==> src/fault_a_pkg.sv <==
package fault_a_pkg;

   // ***************
   // register map
   // ***************
   localparam logic [11:0] FAULT_A_CONTROL_OFFS = 12'h000;
   localparam logic [11:0] KEY_OFFS = 12'h004;
   localparam logic [11:0] STATUS_OFFS = 12'h008;
   localparam logic [11:0] PERIOD_OFFS = 12'h00C;

   // ***************
   // field layout of fault_a_control
   // ***************
   localparam int ENABLE_LSB = 0;
   localparam int MODE_BIT = 7;
   localparam int OVERRIDE_LSB = 8;
   localparam logic [15:0] CONTROL_WRITE_MASK = 16'h3F87;

   // ***************
   // reset values and unlock keys
   // ***************
   localparam logic [2:0] ENABLE_RESET_LOCKED = 3'h7;
   localparam logic [2:0] ENABLE_RESET_OPEN = 3'h0;
   localparam logic [15:0] KEY_FIRST = 16'hABCD;
   localparam logic [15:0] KEY_SECOND = 16'h4321;
   localparam logic [15:0] PERIOD_RESET = 16'h0063;
   localparam int STRAP_SYNC_CYCLES = 2;

   typedef struct packed {
      logic [5:0] override_level;
      logic cycle_mode;
      logic [2:0] pair_enable;
   } fault_cfg_t;

   typedef struct packed {
      logic [2:0] high;
      logic [2:0] low;
   } pin_pairs_t;

   typedef enum logic [1:0] {
      KEY_IDLE = 2'b00,
      KEY_HALF = 2'b01,
      KEY_OPEN = 2'b10
   } key_state_t;

endpackage

==> src/bit_sync.sv <==
`timescale 1ns/1ps
`default_nettype none
module bit_sync #(
   parameter int WIDTH = 1
) (
   input wire logic clk,
   input wire logic rstn,
   input wire logic [WIDTH-1:0] async_in,
   output logic [WIDTH-1:0] sync_out
);
   logic [WIDTH-1:0] meta_q;
   logic [WIDTH-1:0] meta_d;
   logic [WIDTH-1:0] sync_q;
   logic [WIDTH-1:0] sync_d;

   always_comb
   begin
      meta_d = async_in;
      sync_d = meta_q;
   end

   always_ff @(posedge clk or negedge rstn)
   begin
      if (!rstn)
      begin
         meta_q <= '0;
         sync_q <= '0;
      end
      else
      begin
         meta_q <= meta_d;
         sync_q <= sync_d;
      end
   end

   assign sync_out = sync_q;
endmodule
`default_nettype wire

==> src/period_tick.sv <==
`timescale 1ns/1ps
`default_nettype none
module period_tick (
   input wire logic clk,
   input wire logic rstn,
   input wire logic [15:0] period,
   output logic tick
);
   logic [15:0] count_q;
   logic [15:0] count_d;
   logic tick_q;
   logic tick_d;

   // stand-in for the time base: one pulse per period boundary
   always_comb
   begin
      tick_d = (count_q >= period);
      count_d = tick_d ? 16'h0000 : count_q + 16'h0001;
   end

   always_ff @(posedge clk or negedge rstn)
   begin
      if (!rstn)
      begin
         count_q <= 16'h0000;
         tick_q <= 1'b0;
      end
      else
      begin
         count_q <= count_d;
         tick_q <= tick_d;
      end
   end

   assign tick = tick_q;
endmodule
`default_nettype wire

==> src/fault_a_override.sv <==
// The APB slave port and the placing of the registers were left to the implementer.
`timescale 1ns/1ps
`default_nettype none
module fault_a_override (
   input wire logic CLK,
   input wire logic RSTN,
   input wire logic PSEL,
   input wire logic PENABLE,
   input wire logic PWRITE,
   input wire logic [11:0] PADDR,
   input wire logic [31:0] PWDATA,
   output logic [31:0] PRDATA,
   output logic PREADY,
   output logic PSLVERR,
   input wire logic FAULT_A_N,
   input wire logic WRITE_LOCK_CONFIG,
   input wire logic [2:0] PWM_HIGH_IN,
   input wire logic [2:0] PWM_LOW_IN,
   output logic [2:0] PAIR_HIGH_OUTPUT,
   output logic [2:0] PAIR_LOW_OUTPUT
);

   // ***************
   // synchronisers and period source
   // ***************
   logic fault_n_s;
   logic lock_s;
   logic period_tick_w;
   logic fault_active;

   bit_sync #(.WIDTH(1)) u_fault_sync (
      .clk(CLK),
      .rstn(RSTN),
      .async_in(FAULT_A_N),
      .sync_out(fault_n_s)
   );

   bit_sync #(.WIDTH(1)) u_lock_sync (
      .clk(CLK),
      .rstn(RSTN),
      .async_in(WRITE_LOCK_CONFIG),
      .sync_out(lock_s)
   );

   assign fault_active = ~fault_n_s;

   // ***************
   // state
   // ***************
   fault_a_pkg::fault_cfg_t cfg_q;
   fault_a_pkg::fault_cfg_t cfg_d;
   fault_a_pkg::key_state_t key_q;
   fault_a_pkg::key_state_t key_d;
   logic [15:0] period_q;
   logic [15:0] period_d;
   logic [1:0] strap_cnt_q;
   logic [1:0] strap_cnt_d;
   logic latched_q;
   logic latched_d;
   logic cbc_q;
   logic cbc_d;
   logic [31:0] prdata_q;
   logic [31:0] prdata_d;
   logic pready_q;
   logic pready_d;
   logic pslverr_q;
   logic pslverr_d;
   fault_a_pkg::pin_pairs_t pins_q;
   fault_a_pkg::pin_pairs_t pins_d;

   period_tick u_period (
      .clk(CLK),
      .rstn(RSTN),
      .period(period_q),
      .tick(period_tick_w)
   );

   logic setup;
   logic wr_access;
   logic hit_ctrl;
   logic hit_key;
   logic hit_stat;
   logic hit_per;
   logic ctrl_write_ok;
   logic forcing;
   logic [15:0] ctrl_view;

   assign setup = PSEL & ~PENABLE;
   assign wr_access = setup & PWRITE;
   assign hit_ctrl = (PADDR == fault_a_pkg::FAULT_A_CONTROL_OFFS);
   assign hit_key = (PADDR == fault_a_pkg::KEY_OFFS);
   assign hit_stat = (PADDR == fault_a_pkg::STATUS_OFFS);
   assign hit_per = (PADDR == fault_a_pkg::PERIOD_OFFS);
   // locked register opens only after the two keys, for one write
   assign ctrl_write_ok = ~lock_s | (key_q == fault_a_pkg::KEY_OPEN);
   assign forcing = latched_q | cbc_q;
   // unimplemented bits come back as zero
   assign ctrl_view = {2'b00, cfg_q.override_level, cfg_q.cycle_mode, 4'h0,
      cfg_q.pair_enable};

   // ***************
   // registers and key sequence
   // ***************
   always_comb
   begin
      cfg_d = cfg_q;
      key_d = key_q;
      period_d = period_q;
      strap_cnt_d = strap_cnt_q;
      prdata_d = prdata_q;
      pready_d = 1'b0;
      pslverr_d = 1'b0;
      // load one cycle past the sync depth: before that lock_s still shows reset 0
      if (strap_cnt_q <= 2'(fault_a_pkg::STRAP_SYNC_CYCLES))
      begin
         strap_cnt_d = strap_cnt_q + 2'h1;
         if (strap_cnt_q == 2'(fault_a_pkg::STRAP_SYNC_CYCLES))
         begin
            cfg_d.pair_enable = lock_s ? fault_a_pkg::ENABLE_RESET_LOCKED
               : fault_a_pkg::ENABLE_RESET_OPEN;
         end
      end
      if (setup)
      begin
         // one-wait answer: taken in setup, ready in access
         pready_d = 1'b1;
         pslverr_d = ~(hit_ctrl | hit_key | hit_stat | hit_per);
         prdata_d = 32'h0000_0000;
         if (hit_ctrl)
         begin
            prdata_d = {16'h0000, ctrl_view};
         end
         else if (hit_stat)
         begin
            prdata_d = {26'h0, lock_s, key_q == fault_a_pkg::KEY_OPEN,
               fault_active, cbc_q, latched_q, forcing};
         end
         else if (hit_per)
         begin
            prdata_d = {16'h0000, period_q};
         end
      end
      if (wr_access & hit_key)
      begin
         unique case (key_q)
            fault_a_pkg::KEY_IDLE:
               key_d = (PWDATA[15:0] == fault_a_pkg::KEY_FIRST) ? fault_a_pkg::KEY_HALF
                  : fault_a_pkg::KEY_IDLE;
            fault_a_pkg::KEY_HALF:
               key_d = (PWDATA[15:0] == fault_a_pkg::KEY_SECOND) ? fault_a_pkg::KEY_OPEN
                  : fault_a_pkg::KEY_IDLE;
            fault_a_pkg::KEY_OPEN:
               key_d = fault_a_pkg::KEY_OPEN;
            default:
               key_d = fault_a_pkg::KEY_IDLE;
         endcase
      end
      else if (wr_access & hit_ctrl)
      begin
         // any control write spends the unlock
         key_d = fault_a_pkg::KEY_IDLE;
         if (ctrl_write_ok)
         begin
            cfg_d.override_level = PWDATA[13:8];
            cfg_d.cycle_mode = PWDATA[fault_a_pkg::MODE_BIT];
            cfg_d.pair_enable = PWDATA[2:0];
         end
      end
      else if (wr_access & hit_per)
      begin
         period_d = PWDATA[15:0];
      end
   end

   always_ff @(posedge CLK or negedge RSTN)
   begin
      if (!RSTN)
      begin
         cfg_q <= '0;
         key_q <= fault_a_pkg::KEY_IDLE;
         period_q <= fault_a_pkg::PERIOD_RESET;
         strap_cnt_q <= 2'h0;
         prdata_q <= 32'h0000_0000;
         pready_q <= 1'b0;
         pslverr_q <= 1'b0;
      end
      else
      begin
         cfg_q <= cfg_d;
         key_q <= key_d;
         period_q <= period_d;
         strap_cnt_q <= strap_cnt_d;
         prdata_q <= prdata_d;
         pready_q <= pready_d;
         pslverr_q <= pslverr_d;
      end
   end

   // ***************
   // fault response and pins
   // ***************
   always_comb
   begin
      latched_d = latched_q;
      cbc_d = cbc_q;
      if (cfg_q.cycle_mode)
      begin
         latched_d = 1'b0;
         // hold while active, drop at next period boundary
         if (fault_active)
         begin
            cbc_d = 1'b1;
         end
         else if (period_tick_w)
         begin
            cbc_d = 1'b0;
         end
      end
      else
      begin
         cbc_d = 1'b0;
         // latch stays until software selects cycle mode
         if (fault_active)
         begin
            latched_d = 1'b1;
         end
      end
      for (int i = 0; i < 3; i++)
      begin
         if (forcing & cfg_q.pair_enable[i])
         begin
            pins_d.high[i] = cfg_q.override_level[2 * i + 1];
            pins_d.low[i] = cfg_q.override_level[2 * i];
         end
         else
         begin
            pins_d.high[i] = PWM_HIGH_IN[i];
            pins_d.low[i] = PWM_LOW_IN[i];
         end
      end
   end

   always_ff @(posedge CLK or negedge RSTN)
   begin
      if (!RSTN)
      begin
         latched_q <= 1'b0;
         cbc_q <= 1'b0;
         pins_q <= '0;
      end
      else
      begin
         latched_q <= latched_d;
         cbc_q <= cbc_d;
         pins_q <= pins_d;
      end
   end

   assign PRDATA = prdata_q;
   assign PREADY = pready_q;
   assign PSLVERR = pslverr_q;
   assign PAIR_HIGH_OUTPUT = pins_q.high;
   assign PAIR_LOW_OUTPUT = pins_q.low;

   // ***************
   // assertions
   // ***************
   property p_pair_forced;
      @(posedge CLK) disable iff (!RSTN)
      (forcing && cfg_q.pair_enable[0]) |=> (PAIR_HIGH_OUTPUT[0] == $past(cfg_q.override_level[1]));
   endproperty
   a_pair_forced: assert property (p_pair_forced) else $error("pair one not forced");

   property p_pair2_free;
      @(posedge CLK) disable iff (!RSTN)
      (!cfg_q.pair_enable[1]) |=> (PAIR_LOW_OUTPUT[1] == $past(PWM_LOW_IN[1]));
   endproperty
   a_pair2_free: assert property (p_pair2_free) else $error("pair two disturbed");

   property p_pair3_forced;
      @(posedge CLK) disable iff (!RSTN)
      (forcing && cfg_q.pair_enable[2]) |=> (PAIR_LOW_OUTPUT[2] == $past(cfg_q.override_level[4]));
   endproperty
   a_pair3_forced: assert property (p_pair3_forced) else $error("pair three not forced");

   property p_latch_holds;
      @(posedge CLK) disable iff (!RSTN)
      (latched_q && !cfg_q.cycle_mode) |=> latched_q;
   endproperty
   a_latch_holds: assert property (p_latch_holds) else $error("latched fault dropped");

   property p_locked_write;
      @(posedge CLK) disable iff (!RSTN)
      (wr_access && hit_ctrl && lock_s && key_q != fault_a_pkg::KEY_OPEN
         && strap_cnt_q == 2'h3) |=> $stable(cfg_q);
   endproperty
   a_locked_write: assert property (p_locked_write) else $error("locked write taken");

   property p_strap_reset;
      @(posedge CLK) disable iff (!RSTN)
      (strap_cnt_q == 2'h2 && !(wr_access && hit_ctrl))
         |=> (cfg_q.pair_enable == (lock_s ? 3'h7 : 3'h0)) || $changed(lock_s);
   endproperty
   a_strap_reset: assert property (p_strap_reset) else $error("enable reset wrong");

   property p_cbc_hold;
      @(posedge CLK) disable iff (!RSTN)
      (cfg_q.cycle_mode && cbc_q && !fault_active && !period_tick_w) |=> cbc_q;
   endproperty
   a_cbc_hold: assert property (p_cbc_hold) else $error("cycle override released early");

   property p_unimpl_zero;
      @(posedge CLK) disable iff (!RSTN)
      (setup && hit_ctrl) |=> (PRDATA[15:14] == 2'b00 && PRDATA[6:3] == 4'h0);
   endproperty
   a_unimpl_zero: assert property (p_unimpl_zero) else $error("unimplemented bits set");

   property p_ready_one_wait;
      @(posedge CLK) disable iff (!RSTN)
      setup |=> PREADY ##1 !PREADY;
   endproperty
   a_ready_one_wait: assert property (p_ready_one_wait) else $error("answer timing wrong");

   c_latched: cover property (@(posedge CLK) disable iff (!RSTN) $rose(latched_q));
   c_cbc_release: cover property (@(posedge CLK) disable iff (!RSTN) $fell(cbc_q));
   c_unlock: cover property (@(posedge CLK) disable iff (!RSTN) key_q == fault_a_pkg::KEY_OPEN);
endmodule
`default_nettype wire

==> config.mk <==
export PLATFORM = sky130hd
export DESIGN_NAME = fault_a_override
export DESIGN_NICKNAME = d
export VERILOG_FILES = /design/src/fault_a_pkg.sv /design/src/bit_sync.sv /design/src/period_tick.sv /design/src/fault_a_override.sv
export SDC_FILE = /design/constraint.sdc
export NUM_CORES = 1
export LEC_CHECK = 0
export ABC_AREA = 1
export BUFFER_PORTS_ARGS = -buffer_cell sky130_fd_sc_hd__buf_2
export CAP_MARGIN = 20
export CORE_UTILIZATION = 30
export DETAILED_ROUTE_END_ITERATION = 10
export GPL_TIMING_DRIVEN = 1
export PLACE_DENSITY = 0.57
export SLEW_MARGIN = 30
export SYNTH_ARGS = -nofsm -noshare
export SYNTH_HDL_FRONTEND = slang
export SYNTH_SLANG_ARGS = --single-unit
==> constraint.sdc <==
create_clock -name CLK -period 2.2 [get_ports CLK]
set_input_delay 0.33 -clock CLK [delete_from_list [all_inputs] [get_ports CLK]]
set_output_delay 0.33 -clock CLK [all_outputs]
set_load 0.05 [all_outputs]
==> impl_results.html, run 1 <==
<table>
<tr><th>Metric</th><th>Value</th></tr>
<tr><th colspan="2">Run status</th></tr>
<tr><td>Result of the run</td><td>finished clean</td></tr>
<tr><th colspan="2">STA</th></tr>
<tr><td>Upper clock frequency limit</td><td>0.562 GHz</td></tr>
<tr><td>Final worst path period share</td><td>80.9%</td></tr>
<tr><td>Number of setup violations in the final report</td><td>0</td></tr>
<tr><td>Slew at the pin closest to its max-slew limit</td><td>0.521 ns</td></tr>
<tr><td>Max Slew Vio Count</td><td>0</td></tr>
<tr><td>Layout Skew</td><td>0.00602 ns</td></tr>
<tr><td>Setup TNS</td><td>0 ns</td></tr>
<tr><td>Hold Vio Cnt, Final</td><td>0</td></tr>
<tr><td>Unrepaired setup endpoints after global routing</td><td>false</td></tr>
<tr><td>Headroom to the max-slew limit</td><td>65.2%</td></tr>
<tr><td>Shortest clock period the worst path allows after layout</td><td>1.78 ns</td></tr>
<tr><th colspan="2">CTS</th></tr>
<tr><td>Clk buf depth</td><td>2</td></tr>
<tr><td>Insertion delay of the later-clocked pin in the worst-skew pair</td><td>0.34 ns</td></tr>
<tr><td>Root cell of the clock tree</td><td>sky130_fd_sc_hd__clkbuf_16</td></tr>
<tr><td>Count of H-tree levels built during CTS</td><td>3</td></tr>
<tr><td>Clock slew seen by the registers of the worst setup and hold paths</td><td>0.06 ns</td></tr>
<tr><td>Count of hold buffers inserted by post-cts repair</td><td>1</td></tr>
<tr><td>Clock Sinks</td><td>77</td></tr>
<tr><td>Number of gates given a new drive strength after cts</td><td>0</td></tr>
<tr><td>Clock tree from TritonCTS</td><td>done</td></tr>
<tr><td>Post-CTS Setup Repair Bufs</td><td>0</td></tr>
<tr><td>Cts bufs inserted</td><td>9</td></tr>
<tr><th colspan="2">Floorplan</th></tr>
<tr><td>Full die area</td><td>14,700 µm²</td></tr>
<tr><td>Row Count</td><td>43</td></tr>
<tr><td>Floorplan die height</td><td>121 µm</td></tr>
<tr><td>Initial cell density of the core</td><td>30.7%</td></tr>
<tr><td># IOs</td><td>97</td></tr>
<tr><td>Core area</td><td>13,900 µm²</td></tr>
<tr><td>Horizontal die dimension</td><td>121 µm</td></tr>
<tr><th colspan="2">Critical path</th></tr>
<tr><td>Crit Path Class</td><td>reg2reg</td></tr>
<tr><td>Length in cells of the worst reg-to-reg path</td><td>8</td></tr>
<tr><td>Cell repeated most along the worst path</td><td>sky130_fd_sc_hd__nand3_1</td></tr>
<tr><td>Crit path buffers/inverters</td><td>2</td></tr>
<tr><td>Critical path's largest stage delay</td><td>0.58 ns</td></tr>
<tr><td>Crit path max-delay family</td><td>flip-flops</td></tr>
<tr><td>Flop-to-flop setup slack</td><td>0.42 ns</td></tr>
<tr><td>Data required time at the worst endpoint</td><td>2.42 ns</td></tr>
<tr><td>Critical path, cell by cell</td><td>inv_1 -&gt; ha_1 -&gt; nand3_1 -&gt; nor3_1 -&gt; nand2_1 -&gt; nand3_1 -&gt; buf_4 -&gt; nor2_1</td></tr>
<tr><td>Crit Reg-Reg Endpoint</td><td>u_period.count_q[11]</td></tr>
<tr><td>Critical Path Start Type</td><td>flop</td></tr>
<tr><td>Slowest stage cell on the critical path</td><td>sky130_fd_sc_hd__dfstp_2</td></tr>
<tr><td>Data arrival at the endpoint of the critical path</td><td>2.00 ns</td></tr>
<tr><td>Worst flop-to-flop path startpoint</td><td>period_q[1]</td></tr>
<tr><td>Nature of the critical path endpoint</td><td>flop</td></tr>
<tr><td>Max FO, Critical Path</td><td>17</td></tr>
<tr><th colspan="2">Hold path</th></tr>
<tr><td>Type of the worst min-delay path</td><td>in2reg</td></tr>
<tr><td>Worst Min Path Start</td><td>WRITE_LOCK_CONFIG</td></tr>
<tr><td>Number of cells on the worst hold path</td><td>1</td></tr>
<tr><td>Capture endpoint of the worst hold path</td><td>u_lock_sync.meta_q</td></tr>
<tr><th colspan="2">Global route</th></tr>
<tr><td>Aggregate global-route resource usage</td><td>15.1%</td></tr>
<tr><td>Global-route wire length before repair</td><td>16,800 µm</td></tr>
<tr><td>Total gr overflow</td><td>0</td></tr>
<tr><td>Initial antenna violation count</td><td>1</td></tr>
<tr><td>Largest net degree at the start of global routing</td><td>36</td></tr>
<tr><td>Vias in the first global route</td><td>3,409</td></tr>
<tr><th colspan="2">Place</th></tr>
<tr><td>RD Place Congestion</td><td>0.808</td></tr>
<tr><td>Post-placement cell area</td><td>4730 µm²</td></tr>
<tr><td>HPWL after DPL</td><td>8040 µm</td></tr>
<tr><td>PortBufs</td><td>64</td></tr>
<tr><td>Placed instance count</td><td>749</td></tr>
<tr><th colspan="2">Power and ir drop</th></tr>
<tr><td>Static Leakage</td><td>0.00253 µW</td></tr>
<tr><td>Total power density per cell area</td><td>654 nW/µm²</td></tr>
<tr><td>Worst VDD drop</td><td>0.000333 V</td></tr>
<tr><th colspan="2">Drt</th></tr>
<tr><td>Drt drc</td><td>0</td></tr>
<tr><td>Total number of vias</td><td>3,514</td></tr>
<tr><td>Via density</td><td>4.58</td></tr>
<tr><td>Detailed-route wire length</td><td>10,300 µm</td></tr>
<tr><td>Wire length per cell</td><td>13.4 µm</td></tr>
<tr><td>Count of nets left with antenna violations after detail routing</td><td>0</td></tr>
<tr><td>Drt initial violations</td><td>242</td></tr>
<tr><td>Pre-Repair DR Iteration Count</td><td>4</td></tr>
<tr><th colspan="2">Logic synthesis</th></tr>
<tr><td>Total of warnings raised by yosys</td><td>0</td></tr>
<tr><td>Share of async-settable or async-resettable flops after synthesis</td><td>100%</td></tr>
<tr><td>Number of enable-type register cells in the synthesized netlist</td><td>0</td></tr>
<tr><td>Number of distinct library cell variants in the gate-level netlist after synthesis</td><td>39</td></tr>
<tr><td>Sequential cell area fraction in the yosys report</td><td>45.4%</td></tr>
<tr><td>Top FF cell, synth</td><td>sky130_fd_sc_hd__dfrtp_1</td></tr>
<tr><td>Syn_area_per_cell</td><td>8.38 µm²</td></tr>
<tr><td>Synth Cell Area</td><td>4260 µm²</td></tr>
<tr><td>Cell count after synthesis</td><td>508</td></tr>
<tr><td>Seq cells post-synth</td><td>77</td></tr>
<tr><th colspan="2">Run</th></tr>
<tr><td>Max-cap check violation count</td><td>0</td></tr>
<tr><th colspan="2">Cells and area</th></tr>
<tr><td>Final Cell Area</td><td>5040 µm²</td></tr>
<tr><td>Proportion of layout cells with a drive suffix above 1</td><td>21.3%</td></tr>
<tr><td>Area growth from synthesis to layout</td><td>18.4%</td></tr>
<tr><td>Net count, final</td><td>657</td></tr>
<tr><td>Filler-free cell count of the finished design</td><td>767</td></tr>
<tr><td>Core Util, Final</td><td>36.3%</td></tr>
<tr><td>Fillers</td><td>1,451</td></tr>
</table>
synth_stat cells (2+ instances only):
cell	count	area (µm²)
sky130_fd_sc_hd__nand2_1	109	409
sky130_fd_sc_hd__buf_4	17	128
sky130_fd_sc_hd__nand2_4	2	22.5
sky130_fd_sc_hd__nand3_1	44	220
sky130_fd_sc_hd__o21ai_0	14	70.1
sky130_fd_sc_hd__buf_2	3	15.0
sky130_fd_sc_hd__xnor2_1	4	35.0
sky130_fd_sc_hd__a21o_1	2	15.0
sky130_fd_sc_hd__xor2_1	7	61.3
sky130_fd_sc_hd__nor2_1	48	180
sky130_fd_sc_hd__dfstp_2	4	105
sky130_fd_sc_hd__nand2_2	6	37.5
sky130_fd_sc_hd__nand4_1	12	75.1
sky130_fd_sc_hd__a31oi_1	7	43.8
sky130_fd_sc_hd__dfrtp_1	73	1830
sky130_fd_sc_hd__nor3_1	15	75.1
sky130_fd_sc_hd__o21bai_1	3	22.5
sky130_fd_sc_hd__a21oi_1	9	45.0
sky130_fd_sc_hd__clkbuf_1	2	7.51
sky130_fd_sc_hd__o31ai_1	3	22.5
sky130_fd_sc_hd__o21ai_2	18	158
sky130_fd_sc_hd__inv_1	69	259
sky130_fd_sc_hd__buf_6	2	22.5
sky130_fd_sc_hd__ha_1	19	238
sky130_fd_sc_hd__nor2_8	2	40.0
cell usage in the layout (no fill, tap or decap), types with 2 or more instances in the layout:
| master | instances |
|---|---|
| sky130_fd_sc_hd__nand2_1 | 109 |
| sky130_fd_sc_hd__dfrtp_1 | 73 |
| sky130_fd_sc_hd__inv_1 | 69 |
| sky130_fd_sc_hd__buf_2 | 63 |
| sky130_fd_sc_hd__nor2_1 | 48 |
| sky130_fd_sc_hd__nand3_1 | 44 |
| sky130_fd_sc_hd__ha_1 | 19 |
| sky130_fd_sc_hd__o21ai_2 | 18 |
| sky130_fd_sc_hd__conb_1 | 16 |
| sky130_fd_sc_hd__nor3_1 | 15 |
| sky130_fd_sc_hd__o21ai_0 | 14 |
| sky130_fd_sc_hd__nand4_1 | 12 |
| sky130_fd_sc_hd__a21oi_1 | 9 |
| sky130_fd_sc_hd__clkbuf_16 | 9 |
| sky130_fd_sc_hd__xor2_1 | 7 |
| sky130_fd_sc_hd__a31oi_1 | 7 |
| sky130_fd_sc_hd__buf_4 | 7 |
| sky130_fd_sc_hd__nand2_2 | 6 |
| sky130_fd_sc_hd__xnor2_1 | 4 |
| sky130_fd_sc_hd__dfstp_2 | 4 |
| sky130_fd_sc_hd__o21bai_1 | 3 |
| sky130_fd_sc_hd__o31ai_1 | 3 |
| sky130_fd_sc_hd__clkinvlp_4 | 3 |
| sky130_fd_sc_hd__a21o_1 | 2 |
| sky130_fd_sc_hd__nor2_8 | 2 |
| sky130_fd_sc_hd__nand2_4 | 2 |
| sky130_fd_sc_hd__clkbuf_1 | 2 |
flip-flops by register name, indices dropped and copies added (netlist names), 2 cells and up:
signal and cells:
PRDATA 16, period_q 16, u_period.count_q 16, cfg_q 10, PAIR_HIGH_OUTPUT 3, PAIR_LOW_OUTPUT 3, key_q 2, strap_cnt_q 2
per-stage QoR:
step | total power (µW) | hold WS [ns] | setup slack, ns
detailed placement | 1850 | 0.336 | 0.425
global route | 3410 | 0.0915 | 0.241
CTS | 3330 | 0.0914 | 0.417
floorplan | 1740 | 0.0344 | 0.511
global placement | 1850 | 0.331 | 0.458
finish | 3300 | 0.0919 | 0.421
cell type report:
class                      count  area, µm²  area share (%)
sequential                    77       1930            38.3
inverter                      72        277            5.49
clock inverter                 5       61.3            1.22
timing repair buffer          72        398            7.89
clock buffer                  11        233            4.62
antenna                        1       2.50          0.0496
multi-input combinational    349       1910            37.9
tap                          180        225            4.47
how the worst max path moves through the flow:
stage / slack, ns / to / start / depth (start not counted)
floorplan: 0.51 / u_period.count_q[7] / period_q[5] / 10
global placement: 0.46 / u_period.count_q[9] / period_q[1] / 12
detailed placement: 0.43 / u_period.count_q[2] / period_q[1] / 8
CTS: 0.42 / u_period.count_q[2] / period_q[1] / 8
global route: 0.24 / u_period.count_q[14] / period_q[1] / 12
finish: 0.42 / u_period.count_q[11] / period_q[1] / 8
layer usage:
metal | vias up | share of wire, % | track usage [%]
li1 | 1752 | - | -
met1 | 1660 | 46 | 19.9
met2 | 91 | 47 | 24.3
met3 | 11 | 5.1 | 2.58
met4 | 0 | 1.5 | 6.87
met5 | - | 0 | 0
power breakdown:
| part | internal (µW) | total (µW) | switching (µW) |
|---|---|---|---|
| Sequential | 1450 | 1470 | 19.9 |
| Clock | 883 | 1470 | 588 |
| Combinational | 80.7 | 358 | 278 |
| Total | 2410 | 3300 | 886 |
kinds of logic (layout without fill, tap and decap cells):
group / count (synthesis) / after routing / share of synthesized area (%)
AOI/OAI and AO/OA: 57 / 57 / 9.02
xor gates and xnor gates: 11 / 11 / 2.26
adders and majority gates: 19 / 19 / 5.58
buffers and inverters: 97 / 160 / 11.0
DFF: 77 / 77 / 45.4
other: 1 / 17 / 0.0881
and+or+nand+nor: 246 / 246 / 26.7
(Power assumes the default switching activity.)
==> run 2: changes to the inputs <==
- ABC_AREA: 1 -> 0
- PLACE_DENSITY: 0.57 -> 0.6
- clock period: 2.2 -> 1.43 ns (I/O delays scaled with it)
==> impl_results.html, run 2 <==
<table>
<tr><th>Metric</th><th>Value</th></tr>
<tr><th colspan="2">Run status</th></tr>
<tr><td>Result of the run</td><td>finished, violations left</td></tr>
<tr><td>Violations in the final reports</td><td>setup timing</td></tr>
<tr><th colspan="2">Drt</th></tr>
<tr><td>Drt drc</td><td>0</td></tr>
<tr><td>Total number of vias</td><td>3,141</td></tr>
<tr><td>Drt initial violations</td><td>155</td></tr>
<tr><td>Pre-Repair DR Iteration Count</td><td>4</td></tr>
<tr><td>Count of nets left with antenna violations after detail routing</td><td>0</td></tr>
<tr><td>Detailed-route wire length</td><td>10,300 µm</td></tr>
<tr><td>Via density</td><td>4.75</td></tr>
<tr><td>Wire length per cell</td><td>15.5 µm</td></tr>
<tr><th colspan="2">Run</th></tr>
<tr><td>Max-cap check violation count</td><td>0</td></tr>
<tr><th colspan="2">STA</th></tr>
<tr><td>Final worst path period share</td><td>134%</td></tr>
<tr><td>Unrepaired setup endpoints after global routing</td><td>true</td></tr>
<tr><td>Upper clock frequency limit</td><td>0.523 GHz</td></tr>
<tr><td>Min setup slack post-route</td><td>-0.482 ns</td></tr>
<tr><td>Max Slew Vio Count</td><td>0</td></tr>
<tr><td>Layout Skew</td><td>0.00621 ns</td></tr>
<tr><td>Shortest clock period the worst path allows after layout</td><td>1.91 ns</td></tr>
<tr><td>Number of setup violations in the final report</td><td>52</td></tr>
<tr><td>Hold Vio Cnt, Final</td><td>0</td></tr>
<tr><th colspan="2">Cells and area</th></tr>
<tr><td>Filler-free cell count of the finished design</td><td>661</td></tr>
<tr><td>Commonest non-fill, non-tap cell in the layout</td><td>sky130_fd_sc_hd__dfrtp_1</td></tr>
<tr><td>Final Cell Area</td><td>5590 µm²</td></tr>
<tr><td>Area growth from synthesis to layout</td><td>41.1%</td></tr>
<tr><td>Net count, final</td><td>560</td></tr>
<tr><td>Antenna cell count</td><td>0</td></tr>
<tr><td>Proportion of layout cells with a drive suffix above 1</td><td>47.2%</td></tr>
<tr><td>Leading cell types in the layout, fill and taps excluded</td><td>sky130_fd_sc_hd__dfrtp_1 (73), sky130_fd_sc_hd__buf_4 (71), sky130_fd_sc_hd__buf_2 (60), sky130_fd_sc_hd__mux2_2 (23), sky130_fd_sc_hd__inv_1 (21)</td></tr>
<tr><th colspan="2">CTS</th></tr>
<tr><td>Clk buf depth</td><td>2</td></tr>
<tr><td>Root cell of the clock tree</td><td>sky130_fd_sc_hd__clkbuf_16</td></tr>
<tr><td>Clock tree from TritonCTS</td><td>done</td></tr>
<tr><td>Count of H-tree levels built during CTS</td><td>3</td></tr>
<tr><td>Clock Sinks</td><td>77</td></tr>
<tr><td>Cts bufs inserted</td><td>9</td></tr>
<tr><td>Insertion delay of the later-clocked pin in the worst-skew pair</td><td>0.33 ns</td></tr>
<tr><td>Clock slew seen by the registers of the worst setup and hold paths</td><td>0.06 ns</td></tr>
<tr><th colspan="2">Critical path</th></tr>
<tr><td>Data arrival at the endpoint of the critical path</td><td>2.18 ns</td></tr>
<tr><td>Length in cells of the worst reg-to-reg path</td><td>7</td></tr>
<tr><td>Nature of the critical path endpoint</td><td>flop</td></tr>
<tr><td>Flop-to-flop setup slack</td><td>-0.48 ns</td></tr>
<tr><td>Launching element of the worst setup path</td><td>period_q[6]</td></tr>
<tr><td>Worst flop-to-flop path startpoint</td><td>period_q[6]</td></tr>
<tr><td>Critical path, cell by cell</td><td>inv_2 -&gt; ha_4 -&gt; nand4_1 -&gt; or3_4 -&gt; a221oi_4 -&gt; buf_12 -&gt; or3_1</td></tr>
<tr><td>Critical Path Start Type</td><td>flop</td></tr>
<tr><td>End point of the critical path</td><td>u_period.tick</td></tr>
<tr><td>Critical path's largest stage delay</td><td>0.54 ns</td></tr>
<tr><td>Data required time at the worst endpoint</td><td>1.70 ns</td></tr>
<tr><td>Max FO, Critical Path</td><td>17</td></tr>
<tr><td>Slowest stage cell on the critical path</td><td>sky130_fd_sc_hd__dfstp_2</td></tr>
<tr><td>Crit Reg-Reg Endpoint</td><td>u_period.tick</td></tr>
<tr><td>Crit Path Class</td><td>reg2reg</td></tr>
<tr><th colspan="2">Global route</th></tr>
<tr><td>Initial antenna violation count</td><td>0</td></tr>
<tr><td>Vias in the first global route</td><td>3,360</td></tr>
<tr><td>Global-route wire length before repair</td><td>16,900 µm</td></tr>
<tr><td>Total gr overflow</td><td>0</td></tr>
<tr><td>Largest net degree at the start of global routing</td><td>31</td></tr>
<tr><td>Aggregate global-route resource usage</td><td>16.6%</td></tr>
<tr><th colspan="2">Hold path</th></tr>
<tr><td>Type of the worst min-delay path</td><td>in2reg</td></tr>
<tr><th colspan="2">Logic synthesis</th></tr>
<tr><td>Cell types occupying the most area after synthesis</td><td>sky130_fd_sc_hd__dfrtp_1 (46%), sky130_fd_sc_hd__mux2_2 (7.1%), sky130_fd_sc_hd__ha_1 (6.0%)</td></tr>
<tr><td>Synth Cell Area</td><td>3960 µm²</td></tr>
<tr><td>Top FF cell, synth</td><td>sky130_fd_sc_hd__dfrtp_1</td></tr>
<tr><td>Post-synth top area cell</td><td>sky130_fd_sc_hd__dfrtp_1</td></tr>
<tr><td>Most numerous cell types in the synthesized netlist</td><td>sky130_fd_sc_hd__dfrtp_1 (73), sky130_fd_sc_hd__mux2_2 (25), sky130_fd_sc_hd__inv_1 (24)</td></tr>
<tr><td>Sequential cell area fraction in the yosys report</td><td>48.8%</td></tr>
<tr><td>Most numerous cell in the Yosys netlist</td><td>sky130_fd_sc_hd__dfrtp_1</td></tr>
<tr><td>Number of distinct library cell variants in the gate-level netlist after synthesis</td><td>50</td></tr>
<tr><td>Share of async-settable or async-resettable flops after synthesis</td><td>100%</td></tr>
<tr><td>Number of enable-type register cells in the synthesized netlist</td><td>0</td></tr>
<tr><td>Cell count after synthesis</td><td>338</td></tr>
<tr><td>Proportion of netlist area held by the largest area contributor</td><td>46.1%</td></tr>
<tr><td>Seq cells post-synth</td><td>77</td></tr>
<tr><td>Syn_area_per_cell</td><td>11.7 µm²</td></tr>
<tr><td>Total of warnings raised by yosys</td><td>0</td></tr>
<tr><th colspan="2">Place</th></tr>
<tr><td>HPWL after DPL</td><td>7640 µm</td></tr>
<tr><td>RD Place Congestion</td><td>0.825</td></tr>
<tr><td>Placed instance count</td><td>635</td></tr>
<tr><td>Post-placement cell area</td><td>5020 µm²</td></tr>
<tr><td>PortBufs</td><td>64</td></tr>
<tr><th colspan="2">Power and ir drop</th></tr>
<tr><td>Worst VDD drop</td><td>0.000755 V</td></tr>
<tr><td>Total power density per cell area</td><td>887 nW/µm²</td></tr>
<tr><td>Static Leakage</td><td>0.00268 µW</td></tr>
<tr><th colspan="2">Floorplan</th></tr>
<tr><td>Floorplan die height</td><td>117 µm</td></tr>
<tr><td>Horizontal die dimension</td><td>117 µm</td></tr>
<tr><td>Core area</td><td>12,700 µm²</td></tr>
<tr><td>Full die area</td><td>13,700 µm²</td></tr>
<tr><td>Row Count</td><td>41</td></tr>
<tr><td>Initial cell density of the core</td><td>31.1%</td></tr>
<tr><td># IOs</td><td>97</td></tr>
</table>
[run 2: changes by cell type after synthesis, sizes merged, moves of 10 or more]
cell,change
nand2,-106
inv,-45
nor2,-42
nand3,-38
mux2,+35
nor4,+23
o21ai,-21
nor3,-11
xnor2,+10
[run 2: timing repair]
| item | in CTS | in global routing |
|---|---|---|
| buffers inserted | 5 | 0 |
| gates cloned | 2 | 0 |
| pin swaps | 12 | 4 |
| hold buffers | 3 | 0 |
| gates resized for setup | 27 | 6 |
| endpoints found under the hold margin | 27 | 0 |
| endpoints found under the setup margin | 54 | 55 |
[run 2: layout make-up]
cell class | instances | area, µm²
fillers | 1237 | 7130
multi-input cells | 229 | 2060
flip-flops and latches | 77 | 1930
repair buffers | 143 | 991
clock buffers | 12 | 246
well taps | 172 | 215
inverters | 24 | 90.1
clock inverters | 4 | 55.1
[run 2: kinds of logic (layout without fill, tap and decap cells)]
kind of cell | Yosys count | after routing | share of synthesized area, %
muxes | 38 | 38 | 11.7
DFF | 77 | 77 | 48.8
xor gates and xnor gates | 15 | 15 | 3.32
other | 1 | 16 | 0.0947
AOI/OAI and AO/OA | 45 | 45 | 8.05
and+or+nand+nor | 94 | 96 | 15.6
buffers and inverters | 49 | 183 | 6.47
adders and majority gates | 19 | 19 | 6.00
[run 2: worst min path at each step]
| stage | from | to | slack (ns) | cells past startpoint |
|---|---|---|---|---|
| after floorplan | RSTN | PAIR_HIGH_OUTPUT[0] | -0.08 | 0 |
| after global placement | RSTN | u_fault_sync.meta_q | 0.19 | 1 |
| after detailed placement | RSTN | u_fault_sync.meta_q | 0.19 | 1 |
| after CTS | PWM_HIGH_IN[2] | PAIR_HIGH_OUTPUT[2] | 0.10 | 2 |
| after global routing | PWM_HIGH_IN[2] | PAIR_HIGH_OUTPUT[2] | 0.1 | 2 |
| final | PWM_HIGH_IN[2] | PAIR_HIGH_OUTPUT[2] | 0.11 | 2 |
[run 2: critical path: cells and delay by family (launching register included)]
family | cells | cell delay, ns
AOI/OAI and AO/OA | 1 | 0.23
adders and majority gates | 1 | 0.27
buffers and inverters | 2 | 0.24
DFF | 1 | 0.54
and+or+nand+nor | 3 | 0.56
[run 2: stage by stage]
stage	power, µW	setup WS [ns]	util, %	TNS, ns	hold WS [ns]
finish	4960	-0.482	43.9	-10.84	0.110
global route	5160	-0.585	43.9	-13.42	0.0967
CTS	5020	-0.484	43.5	-10.42	0.100
detailed placement	2660	-0.523	39.4	-27.05	0.191
global placement	2650	-0.510	39.4	-25.78	0.185
floorplan	2500	-0.516	-	-18.29	-0.0811
[run 2: power breakdown]
part	switching [µW]	internal [µW]	total, µW
registers	12.0	2200	2210
logic	292	135	426
clock network	905	1410	2320
total	1210	3750	4960
[run 2: metal layers]
layer,track usage [%],part of all wire (%)
met5,0,0
met4,5.65,1.2
met3,4.22,4.5
met2,27.6,48
met1,21.1,46
